$ cat src/include/dcs_pkg.sv
// Constants and types shared by the dual oscillator clock select block
package dcs_pkg;

	// Register port geometry
	localparam int unsigned DCS_ADDR_W = 4;
	localparam int unsigned DCS_DATA_W = 4;

	// Register indices
	localparam logic [3:0] DCS_FREQ_CTRL_ADDR = 4'h0;
	localparam logic [3:0] DCS_STATUS_ADDR    = 4'h1;

	// Frequency control register fields
	localparam int unsigned DCS_CORE_SEL_BIT  = 0;
	localparam int unsigned DCS_RUN_BIT       = 1;
	localparam int unsigned DCS_TYPE_SEL_BIT  = 2;

	// Status register fields
	localparam int unsigned DCS_ST_ON_FAST_BIT   = 0;
	localparam int unsigned DCS_ST_SWITCHING_BIT = 1;
	localparam int unsigned DCS_ST_FAST_ALIVE_BIT = 2;
	localparam int unsigned DCS_ST_SLOW_ALIVE_BIT = 3;

	// Values after reset
	localparam logic [3:0] DCS_FREQ_CTRL_RESET = 4'h0;
	localparam logic [3:0] DCS_READ_RESET      = 4'h0;

	// Oscillator activity watchdog, in system clock cycles
	localparam int unsigned DCS_ALIVE_W       = 8;
	localparam logic [7:0]  DCS_ALIVE_TIMEOUT = 8'hFF;

	// Clock multiplexer states, Gray coded around the loop
	typedef enum logic [1:0] {
		DCS_ON_SLOW      = 2'b00,
		DCS_PARK_TO_FAST = 2'b01,
		DCS_ON_FAST      = 2'b11,
		DCS_PARK_TO_SLOW = 2'b10
	} dcs_mux_state_t;

endpackage

$ cat src/design/dcs_fast_divider.sv
// High-speed clock former: pass-through or divide by two of the source
`timescale 1ns/10ps
module dcs_fast_divider
	import dcs_pkg::*;
(
	// Clock and reset
	input  wire logic sys_clk_i,
	input  wire logic reset_i,
	// Control
	input  wire logic fast_osc_run_i,
	input  wire logic fast_osc_type_select_i,
	// Source oscillation and result
	input  wire logic fast_src_i,
	output logic      fast_clock_o
);

	logic src_q;
	logic src_prev;
	logic half;
	logic next_half;
	logic next_fast;
	wire  src_rise = src_q & ~src_prev;

	// Halver held at zero while stopped, so it restarts low
	assign next_half = fast_osc_run_i ? (half ^ src_rise) : 1'b0;
	// Crystal mode halves the source, RC mode passes it
	assign next_fast = ~fast_osc_run_i ? 1'b0 :
		(fast_osc_type_select_i ? half : src_q);

	always_ff @(posedge sys_clk_i or posedge reset_i)
	begin
		if (reset_i)
		begin
			src_q        <= 1'b0;
			src_prev     <= 1'b0;
			half         <= 1'b0;
			fast_clock_o <= 1'b0;
		end
		else
		begin
			src_q        <= fast_src_i;
			src_prev     <= src_q;
			half         <= next_half;
			fast_clock_o <= next_fast;
		end
	end

endmodule

$ cat src/design/dcs_clock_select.sv
// Clock controller: control register, fast clock former, glitch-free mux
//
// Implementation choices: the plain strobed port and the register offsets.
`timescale 1ns/10ps

// How it works
// - Core clock select 0 picks timebase clock, 1 picks fast clock.
// - Reset clears core clock select, so timebase clock drives the core.
// - Type select 0 means RC oscillation, 1 means crystal oscillation.
// - RC mode passes the source undivided; at most 2.048 MHz.
// - Crystal mode halves the source; source at most 4.096 MHz.
// - Low-speed oscillator keeps running and timebase clock stays available.
// - Timebase clock drives the time base counter regardless of selection.
// - Low-speed oscillator mode is a build-time parameter, not software.
// - Run bit starts or stops fast oscillator; reset clears run and type.
module dcs_clock_select
	import dcs_pkg::*;
#(
	// 1 = crystal, 0 = RC for the low-speed oscillator
	parameter bit SLOW_OSC_CRYSTAL = 1'b1
)
(
	// Clock and reset
	input  wire logic                  sys_clk_i,
	input  wire logic                  reset_i,
	// Register port
	input  wire logic [DCS_ADDR_W-1:0] reg_addr_i,
	input  wire logic [DCS_DATA_W-1:0] reg_wdata_i,
	input  wire logic                  reg_write_i,
	input  wire logic                  reg_read_i,
	output logic      [DCS_DATA_W-1:0] reg_rdata_o,
	// Oscillator sources
	input  wire logic                  slow_src_i,
	input  wire logic                  fast_src_i,
	// Oscillator controls
	output logic                       slow_osc_run_o,
	output logic                       slow_osc_crystal_mode_o,
	output logic                       fast_osc_run_o,
	output logic                       fast_osc_type_select_o,
	// Clock outputs
	output logic                       timebase_clock_o,
	output logic                       fast_clock_o,
	output logic                       sys_clock_o
);

	// Control register bits
	logic core_clock_select;
	logic fast_osc_run;
	logic fast_osc_type_select;

	// Source samples
	logic slow_q;
	logic slow_prev;
	logic fast_prev;
	logic fast_clock;

	// Activity watchdogs
	logic [DCS_ALIVE_W-1:0] slow_idle;
	logic [DCS_ALIVE_W-1:0] fast_idle;
	logic [DCS_ALIVE_W-1:0] next_slow_idle;
	logic [DCS_ALIVE_W-1:0] next_fast_idle;

	// Multiplexer
	dcs_mux_state_t mux_state;
	dcs_mux_state_t next_mux_state;
	logic           next_sys_clock;

	// Read path
	logic [DCS_DATA_W-1:0] next_rdata;

	// Idle counter saturates at the timeout
	function automatic logic [DCS_ALIVE_W-1:0] idle_step(
		input logic                   edge_seen,
		input logic [DCS_ALIVE_W-1:0] count
	);
		if (edge_seen)
			idle_step = '0;
		else if (count == DCS_ALIVE_TIMEOUT)
			idle_step = count;
		else
			idle_step = count + 1'b1;
	endfunction

	// Register decode
	wire ctrl_hit   = reg_addr_i == DCS_FREQ_CTRL_ADDR;
	wire status_hit = reg_addr_i == DCS_STATUS_ADDR;
	wire ctrl_write = reg_write_i & ctrl_hit;

	// Oscillator health
	wire slow_edge  = slow_q ^ slow_prev;
	wire fast_edge  = fast_clock ^ fast_prev;
	wire slow_alive = slow_idle != DCS_ALIVE_TIMEOUT;
	wire fast_alive = fast_osc_run & (fast_idle != DCS_ALIVE_TIMEOUT);

	assign next_slow_idle = idle_step(slow_edge, slow_idle);
	assign next_fast_idle = idle_step(fast_edge, fast_idle);

	// Views of the registers
	wire [DCS_DATA_W-1:0] ctrl_view = {1'b0, fast_osc_type_select,
		fast_osc_run, core_clock_select};
	wire switching = (mux_state == DCS_PARK_TO_FAST) |
		(mux_state == DCS_PARK_TO_SLOW);
	wire [DCS_DATA_W-1:0] status_view = {slow_alive, fast_alive,
		switching, mux_state == DCS_ON_FAST};

	// Unmapped reads answer zero
	assign next_rdata = !reg_read_i ? DCS_READ_RESET :
		(ctrl_hit ? ctrl_view :
		(status_hit ? status_view : DCS_READ_RESET));

	// Low-speed oscillator never stopped by this block
	assign slow_osc_run_o          = 1'b1;
	assign slow_osc_crystal_mode_o = SLOW_OSC_CRYSTAL;
	assign fast_osc_run_o          = fast_osc_run;
	assign fast_osc_type_select_o  = fast_osc_type_select;
	assign fast_clock_o            = fast_clock;

	dcs_fast_divider u_fast_divider
	(
		.sys_clk_i              (sys_clk_i),
		.reset_i                (reset_i),
		.fast_osc_run_i         (fast_osc_run),
		.fast_osc_type_select_i (fast_osc_type_select),
		.fast_src_i             (fast_src_i),
		.fast_clock_o           (fast_clock)
	);

	// Switch only while the old clock is low, park low, then join the new
	// clock while it is low, so no shortened high phase reaches the core.
	always_comb
	begin
		next_mux_state = mux_state;
		unique case (mux_state)
			DCS_ON_SLOW:
				if (core_clock_select && !slow_q)
					next_mux_state = DCS_PARK_TO_FAST;
			DCS_PARK_TO_FAST:
				if (!core_clock_select)
					next_mux_state = DCS_PARK_TO_SLOW;
				else if (!fast_clock)
					next_mux_state = DCS_ON_FAST;
			DCS_ON_FAST:
				if (!core_clock_select && !fast_clock)
					next_mux_state = DCS_PARK_TO_SLOW;
			DCS_PARK_TO_SLOW:
				if (core_clock_select)
					next_mux_state = DCS_PARK_TO_FAST;
				else if (!slow_q)
					next_mux_state = DCS_ON_SLOW;
		endcase
	end

	// Output follows the source of the state being entered
	always_comb
	begin
		next_sys_clock = 1'b0;
		unique case (next_mux_state)
			DCS_ON_SLOW:      next_sys_clock = slow_q;
			DCS_ON_FAST:      next_sys_clock = fast_clock;
			DCS_PARK_TO_FAST: next_sys_clock = 1'b0;
			DCS_PARK_TO_SLOW: next_sys_clock = 1'b0;
		endcase
	end

	// Control register
	always_ff @(posedge sys_clk_i or posedge reset_i)
	begin
		if (reset_i)
		begin
			core_clock_select    <= DCS_FREQ_CTRL_RESET[DCS_CORE_SEL_BIT];
			fast_osc_run         <= DCS_FREQ_CTRL_RESET[DCS_RUN_BIT];
			fast_osc_type_select <= DCS_FREQ_CTRL_RESET[DCS_TYPE_SEL_BIT];
		end
		else if (ctrl_write)
		begin
			core_clock_select    <= reg_wdata_i[DCS_CORE_SEL_BIT];
			fast_osc_run         <= reg_wdata_i[DCS_RUN_BIT];
			fast_osc_type_select <= reg_wdata_i[DCS_TYPE_SEL_BIT];
		end
	end

	// Timebase clock runs whatever the core selection
	always_ff @(posedge sys_clk_i or posedge reset_i)
	begin
		if (reset_i)
		begin
			slow_q           <= 1'b0;
			slow_prev        <= 1'b0;
			timebase_clock_o <= 1'b0;
		end
		else
		begin
			slow_q           <= slow_src_i;
			slow_prev        <= slow_q;
			timebase_clock_o <= slow_q;
		end
	end

	// Watchdogs
	always_ff @(posedge sys_clk_i or posedge reset_i)
	begin
		if (reset_i)
		begin
			fast_prev <= 1'b0;
			slow_idle <= DCS_ALIVE_TIMEOUT;
			fast_idle <= DCS_ALIVE_TIMEOUT;
		end
		else
		begin
			fast_prev <= fast_clock;
			slow_idle <= next_slow_idle;
			fast_idle <= next_fast_idle;
		end
	end

	// Multiplexer and read data
	always_ff @(posedge sys_clk_i or posedge reset_i)
	begin
		if (reset_i)
		begin
			mux_state   <= DCS_ON_SLOW;
			sys_clock_o <= 1'b0;
			reg_rdata_o <= DCS_READ_RESET;
		end
		else
		begin
			mux_state   <= next_mux_state;
			sys_clock_o <= next_sys_clock;
			reg_rdata_o <= next_rdata;
		end
	end

endmodule

$ cat config.mk
export PLATFORM = sky130hd
export DESIGN_NAME = dcs_clock_select
export DESIGN_NICKNAME = d
export VERILOG_FILES = /design/src/include/dcs_pkg.sv /design/src/design/dcs_fast_divider.sv /design/src/design/dcs_clock_select.sv
export SDC_FILE = /design/constraint.sdc
export NUM_CORES = 1
export LEC_CHECK = 0
export BUFFER_PORTS_ARGS = -buffer_cell sky130_fd_sc_hd__clkbuf_2
export CORE_MARGIN = 2
export CORE_UTILIZATION = 46
export CTS_CLUSTER_DIAMETER = 150
export DETAILED_ROUTE_END_ITERATION = 12
export PLACE_DENSITY = 0.69
export SLEW_MARGIN = 20
export SYNTH_ARGS = -nofsm -noshare
export SYNTH_HDL_FRONTEND = slang
export SYNTH_SLANG_ARGS = --single-unit
$ cat constraint.sdc
create_clock -name sys_clk_i -period 1.6 [get_ports sys_clk_i]
set_input_delay 0.16 -clock sys_clk_i [delete_from_list [all_inputs] [get_ports sys_clk_i]]
set_output_delay 0.16 -clock sys_clk_i [all_outputs]
set_load 0.01 [all_outputs]
# [Word level (Yosys, flattened, before mapping)]
# Index checks and enable logic that the tools add are counted.
[totals] ff_bits=33 in_bits=14 output_inout_bits=11 word_cells=65
[op_classes] addsub=2 n_eq_ne=13 n_mux=18 bitwise_logic=8 reduce_logical=9
[op_table] cell="$mux 8" count=4
[op_table] cell="$add 8x1->8 const B" count=2
[op_table] cell="$eq 8x8->1 const B" count=2
[op_table] cell="$ne 8x8->1 const B" count=2
[op_table] cell="$mux 2" count=6
[op_table] cell="$mux 4" count=3
[op_table] cell="$eq 2x2->1 const B" count=4
[op_table] cell="$pmux 2 s4" count=1
[op_table] cell="$eq 2x1->1 const B" count=2
[op_table] cell="$eq 4x1->1 const B" count=1
[op_table] cell="$logic_not 2->1" count=2
[op_table] cell="$logic_not 4->1" count=1
[op_table] cell="$ne 2x2->1 const B" count=2
[op_table] cell="$and 1x1->1" count=3
[op_table] cell="$logic_not 1->1" count=3
[op_table] cell="$mux 1" count=3
[op_table] cell="$pmux 1 s3" count=1
[op_table] cell="$xor 1x1->1" count=3
[op_table] cell="$logic_and 1x1->1" count=2
[op_table] cell="$reduce_or 2->1" count=1
[op_table] cell="$not 1->1" count=1
[op_table] cell="$or 1x1->1" count=1

# [Longest topological paths before layout]
[logic_depth] word_depth=7 depth_mapped=6 depth_no_buf=6

# [Cells and area by module]
# Synthesis repeated with hierarchy kept, for this count alone.
[hier_totals] hier_cells=150 hier_area_um2=1627.8
[modules_own_cells] mod="dcs_clock_select" instances=1 cells_each=139 area_each_um2=1481.4 seq_area_each_um2=745.7
[modules_own_cells] mod="dcs_fast_divider" instances=1 cells_each=11 area_each_um2=146.4 seq_area_each_um2=100.1

# [Worst setup path before layout]
# Ideal clock, no wire load.
[synth_timing] kind="reg-to-reg" from="reg mux_state[1]" to="reg sys_clock_o" setup_time_ns=0.133 arrival_time_ns=1.441 t_required_ns=1.467 slack_ns=0.025 stages_incl_launch_ff=7 path_buffers=0 period_less_slack_ns=1.575 cell_sequence="dfrtp_1 inv_1 ha_1 nor3_1 a2111oi_2 or2_4 o32ai_2"
[synth_via] elab_chain_cells=6
[synth_lines] item="start: declaration" line_no="dcs_clock_select.sv:64" source="dcs_mux_state_t mux_state;"
[synth_lines] item="start signal: assignment" line_no="dcs_clock_select.sv:227" source="mux_state <= next_mux_state;"
[synth_lines] item="$mux 2, on equally long branches" line_no="dcs_clock_select.sv:148, dcs_clock_select.sv:140"
[synth_lines] item="$mux 2, on equally long branches" line_no="dcs_clock_select.sv:146, dcs_clock_select.sv:138"
[synth_lines] item="$pmux 2 s4 (*)" line_no="dcs_clock_select.sv:133" source="unique case (mux_state)"
[synth_lines] item="net next_mux_state[1]" line_no="dcs_clock_select.sv:65" source="dcs_mux_state_t next_mux_state;"
[synth_lines] item="$eq 2x2->1 / $eq 2x1->1 (equally long branches)" line_no="dcs_clock_select.sv:157" source="unique case (next_mux_state)"
[synth_lines] item="$reduce_or 2->1 (no source line)"
[synth_lines] item="$pmux 1 s3 (*)" line_no="dcs_clock_select.sv:157"
[synth_lines] item="net next_sys_clock" line_no="dcs_clock_select.sv:66" source="logic next_sys_clock;"
[synth_lines] item="end signal: assignment" line_no="dcs_clock_select.sv:228" source="sys_clock_o <= next_sys_clock;"
[synth_lines] item="end: declaration" line_no="dcs_clock_select.sv:43" source="output logic sys_clock_o"
# Mark *: on every way through the listed nets, which the timed path passes. The rest lies on a longest branch.
# A chain may end at the register's enable or synchronous reset.

# [Final worst setup path]
# Ends and elaborated chain as after synthesis.

==> key figures <==
Clock network
  – Max clock buf depth: 2
  – Worst skew pair latency: 0.33 ns
  – CTS tree: built
  – CTS Root Buffer Type: clkbuf_4
  – Htree depth: 2
  – # clock sinks: 33
  – Clock-pin slew on the worst setup and hold paths: 0.11 ns
  – TritonCTS Buffers: 5

Floorplan
  – Die height: 63.8 microns
  – Die area: 4070 sq um
  – Ports: 25
  – Row count: 21
  – CORE AREA: 3390 sq um
  – Die Span X: 63.8 microns
  – Initial Util: 48.5%

Setup path
  – CP Data Arrival Time: 1.86 ns
  – CP max-delay cell: dfrtp_1
  – Critical path peak fanout: 7
  – CP required: 1.81 ns
  – Worst r2r src: mux_state[1]
  – CP Cell Sequence: inv_2, ha_4, and2_1, a2111oi_4, or2_4, o32ai_2
  – WS Path Type: flop to flop
  – Element type at the critical path end: flop
  – Crit. path cell count: 6
  – Top delay family on crit path: flip-flops
  – Worst r2r path cells: 6
  – Critical path's largest stage delay: 0.44 ns
  – CP startpoint kind: flop
  – Flop-to-flop setup slack: -0.04 ns
  – Worst r2r dst: sys_clock_o
  – Critical path buffers and inverters: 1

Cells and area
  – N_diodes: 0
  – Area Overhead vs Synth: 27.1%
  – Non-Filler Instances: 241
  – Most frequent cells in the layout: clkbuf_2 (21), dfrtp_1 (17), dfstp_2 (16), buf_4 (16), nor2_1 (14)
  – Commonest non-fill, non-tap cell in the layout: clkbuf_2
  – Fill cells: 270
  – Total Nets Final: 214
  – Share of layout cells above drive strength 1: 41.5%

STA
  – Skew final: 0.00104 ns
  – Crit path time final: 1.64 ns
  – Slew Limit Fails: 0
  – Max Clk Rate: 608 MHz
  – Final setup vio count: 1
  – RSZ-0062 raised after global routing: yes
  – Setup ws final: -0.0445 ns
  – Final hold violations: 0
  – Period Utilization, post-route: 103%

Synth
  – FFs w/ async S/R, synth: 100%
  – Mux contribution to synthesized area: 5.70%
  – Synth area leader: dfrtp_1
  – EDFF count, synth: 0
  – Average instance area after synthesis: 11.0 sq um
  – Complex-gate fraction of the synthesized area: 11.8%
  – Distinct cells, synth: 44
  – Adder-cell share of the synthesized area: 4.56%
  – Largest family of logic cells by synthesized area: simple AND/OR/NAND/NOR gates
  – Sequential fraction of the synthesis area: 51.4%
  – Top post-synthesis cells by area: dfrtp_1 (26%), dfstp_2 (26%), ha_1 (4.6%)
  – Main synth FF type: dfrtp_1
  – Synth warn: 0
  – Simple-Gate Fraction of Synth Area: 18.6%
  – Post-Synth XOR/XNOR Area: 4.26%
  – Register bit total from synthesis: 33
  – Gate Count Post-Synth: 149
  – Synth Cell Area: 1650 sq um
  – Top-area cell type share of the netlist area: 25.9%

Power
  – Switch Pwr: 1.00 mW
  – Sw Ratio: 35.3%
  – Static leakage power: 0.915 nW
  – Combinational power share: 42.5%
  – Pwr Total: 2.84 mW
  – Power per cell area: 1360 nW/um^2
  – Clock Power Share: 16.5%
  – Reg power frac: 41.1%
  – Int Pwr: 1.84 mW
  – Maximum vdd drop: 0.719 mV

Job
  – Max-Cap Viols: 0

Drt
  – First-pass DRT Iterations: 5
  – Routed Antenna Nets: 0
  – DR iter-0 viols: 44
  – Via density: 5.34
  – Avg WL per Cell: 13.8 microns
  – DRT Wirelength: 3340 microns
  – Routed vias: 1,286
  – # DRC: 0

Min path
  – Hold Path Depth: 2
  – Hold endpoint: fast_osc_type_select_o
  – Hold Path Class: input port to flop
  – Worst Min Path Start: reg_wdata_i[2]

Placed design
  – Post-Place Cells: 224
  – Port bufs: 21
  – Dpl hpwl: 2310 microns
  – Gp weighted congestion: 0.840

Status
  – Status: finished with violations
  – Failing checks: setup timing

GRT
  – All-Layer GR Usage: 18.9%
  – Initial antenna violation count: 0
  – Grt ovf: 0
  – Vias in the first global route: 1,278
  – Global-route wire length before repair: 5910 microns
  – Largest net degree at the start of global routing: 34
-- cells by family (layout without fill, tap and decap cells) --
| kind of cell | Yosys count | after routing |
|---|---|---|
| XOR/XNOR | 8 | 8 |
| other | 1 | 2 |
| adder cells (fa/ha/maj) | 6 | 6 |
| multiplexers | 9 | 9 |
| AND/OR/NAND/NOR | 55 | 55 |
| flip-flops | 33 | 33 |
| AO/OA/AOI/OAI | 26 | 26 |
| buffers and inverters | 11 | 56 |
-- Yosys cell counts, types with 4 or more instances --
| library cell | number |
|---|---|
| ha_1 | 6 |
| nand3_1 | 5 |
| dfstp_2 | 16 |
| a21oi_1 | 6 |
| mux2i_1 | 6 |
| inv_1 | 7 |
| dfrtp_1 | 17 |
| nand2_1 | 8 |
| xnor2_1 | 5 |
| nor2_1 | 14 |
| o21ai_0 | 4 |
| a31oi_1 | 4 |
| nor3_1 | 6 |
-- final cells by class --
class / count / area, sq um / area share, %
Sequential cell: 33 / 846 / 40.5
Multi-Input combinational cell: 106 / 835 / 39.9
Timing Repair Buffer: 41 / 267 / 12.7
Tap cell: 46 / 57.6 / 2.75
Clock buffer: 5 / 37.5 / 1.80
Inverter: 7 / 26.3 / 1.26
Clock inverter: 3 / 22.5 / 1.08
-- metrics by stage --
| stage | hold slack (ns) | setup TNS, ns | utilization [%] | setup WS (ns) | instance area, sq um |
|---|---|---|---|---|---|
| global placement | 0.239 | -0.0385 | 55.0 | -0.0385 | 1860 |
| CTS | 0.0351 | -0.0129 | 60.8 | -0.0129 | 2060 |
| global route | 0.0374 | -0.115 | 61.7 | -0.106 | 2090 |
| floorplan | 0.191 | 0 | - | 0.0254 | 1650 |
| finish | 0.0577 | -0.0445 | 61.7 | -0.0445 | 2090 |
| detailed placement | 0.244 | -0.130 | 55.0 | -0.130 | 1860 |
-- metal layers --
metal  global-route usage [%]  vias up  share of wire (%)
met1                     22.4      626                 43
met4                     8.15        0                1.6
met5                        0        -                  0
met3                     5.81        6                3.7
li1                         -      618                  -
met2                     31.5       36                 51
-- sequential cells by signal, summed over array words and instances, names as in the netlist --
| name | count |
|---|---|
| fast_prev | 1 |
| slow_prev | 1 |
| slow_idle | 8 |
| slow_q | 1 |
| mux_state | 2 |
| fast_osc_run_o | 1 |
| u_fast_divider.src_prev | 1 |
| sys_clock_o | 1 |
| u_fast_divider.src_q | 1 |
| core_clock_select | 1 |
| reg_rdata_o | 4 |
| u_fast_divider.half | 1 |
| fast_osc_type_select_o | 1 |
| fast_idle | 8 |
| u_fast_divider.fast_clock_o | 1 |
-- worst max path at each step --
| stage | start | to | slack (ns) |
|---|---|---|---|
| floorplan | mux_state[1] | sys_clock_o | 0.03 |
| global placement | mux_state[1] | sys_clock_o | -0.04 |
| detailed placement | mux_state[1] | sys_clock_o | -0.13 |
| CTS | mux_state[1] | sys_clock_o | -0.01 |
| global route | mux_state[0] | sys_clock_o | -0.11 |
| finish | mux_state[1] | sys_clock_o | -0.04 |
-- power by group through the flow --
stage	clock (mW)	sequential (mW)	combinational, mW
global route	0.536	1.19	1.31
global placement	0	1.13	0.805
finish	0.467	1.16	1.20
detailed placement	0	1.15	0.857
floorplan	0	1.15	0.559
CTS	0.495	1.14	1.14
-- repair_timing --
action | in CTS | in global routing
pin swaps | 7 | 1
endpoints found under the hold margin | 19 | 0
hold buffers | 3 | 0
setup buffers | 6 | 0
resized for setup | 14 | 5
setup endpoints to repair | 3 | 7
Power figures use the tool's default switching activity.
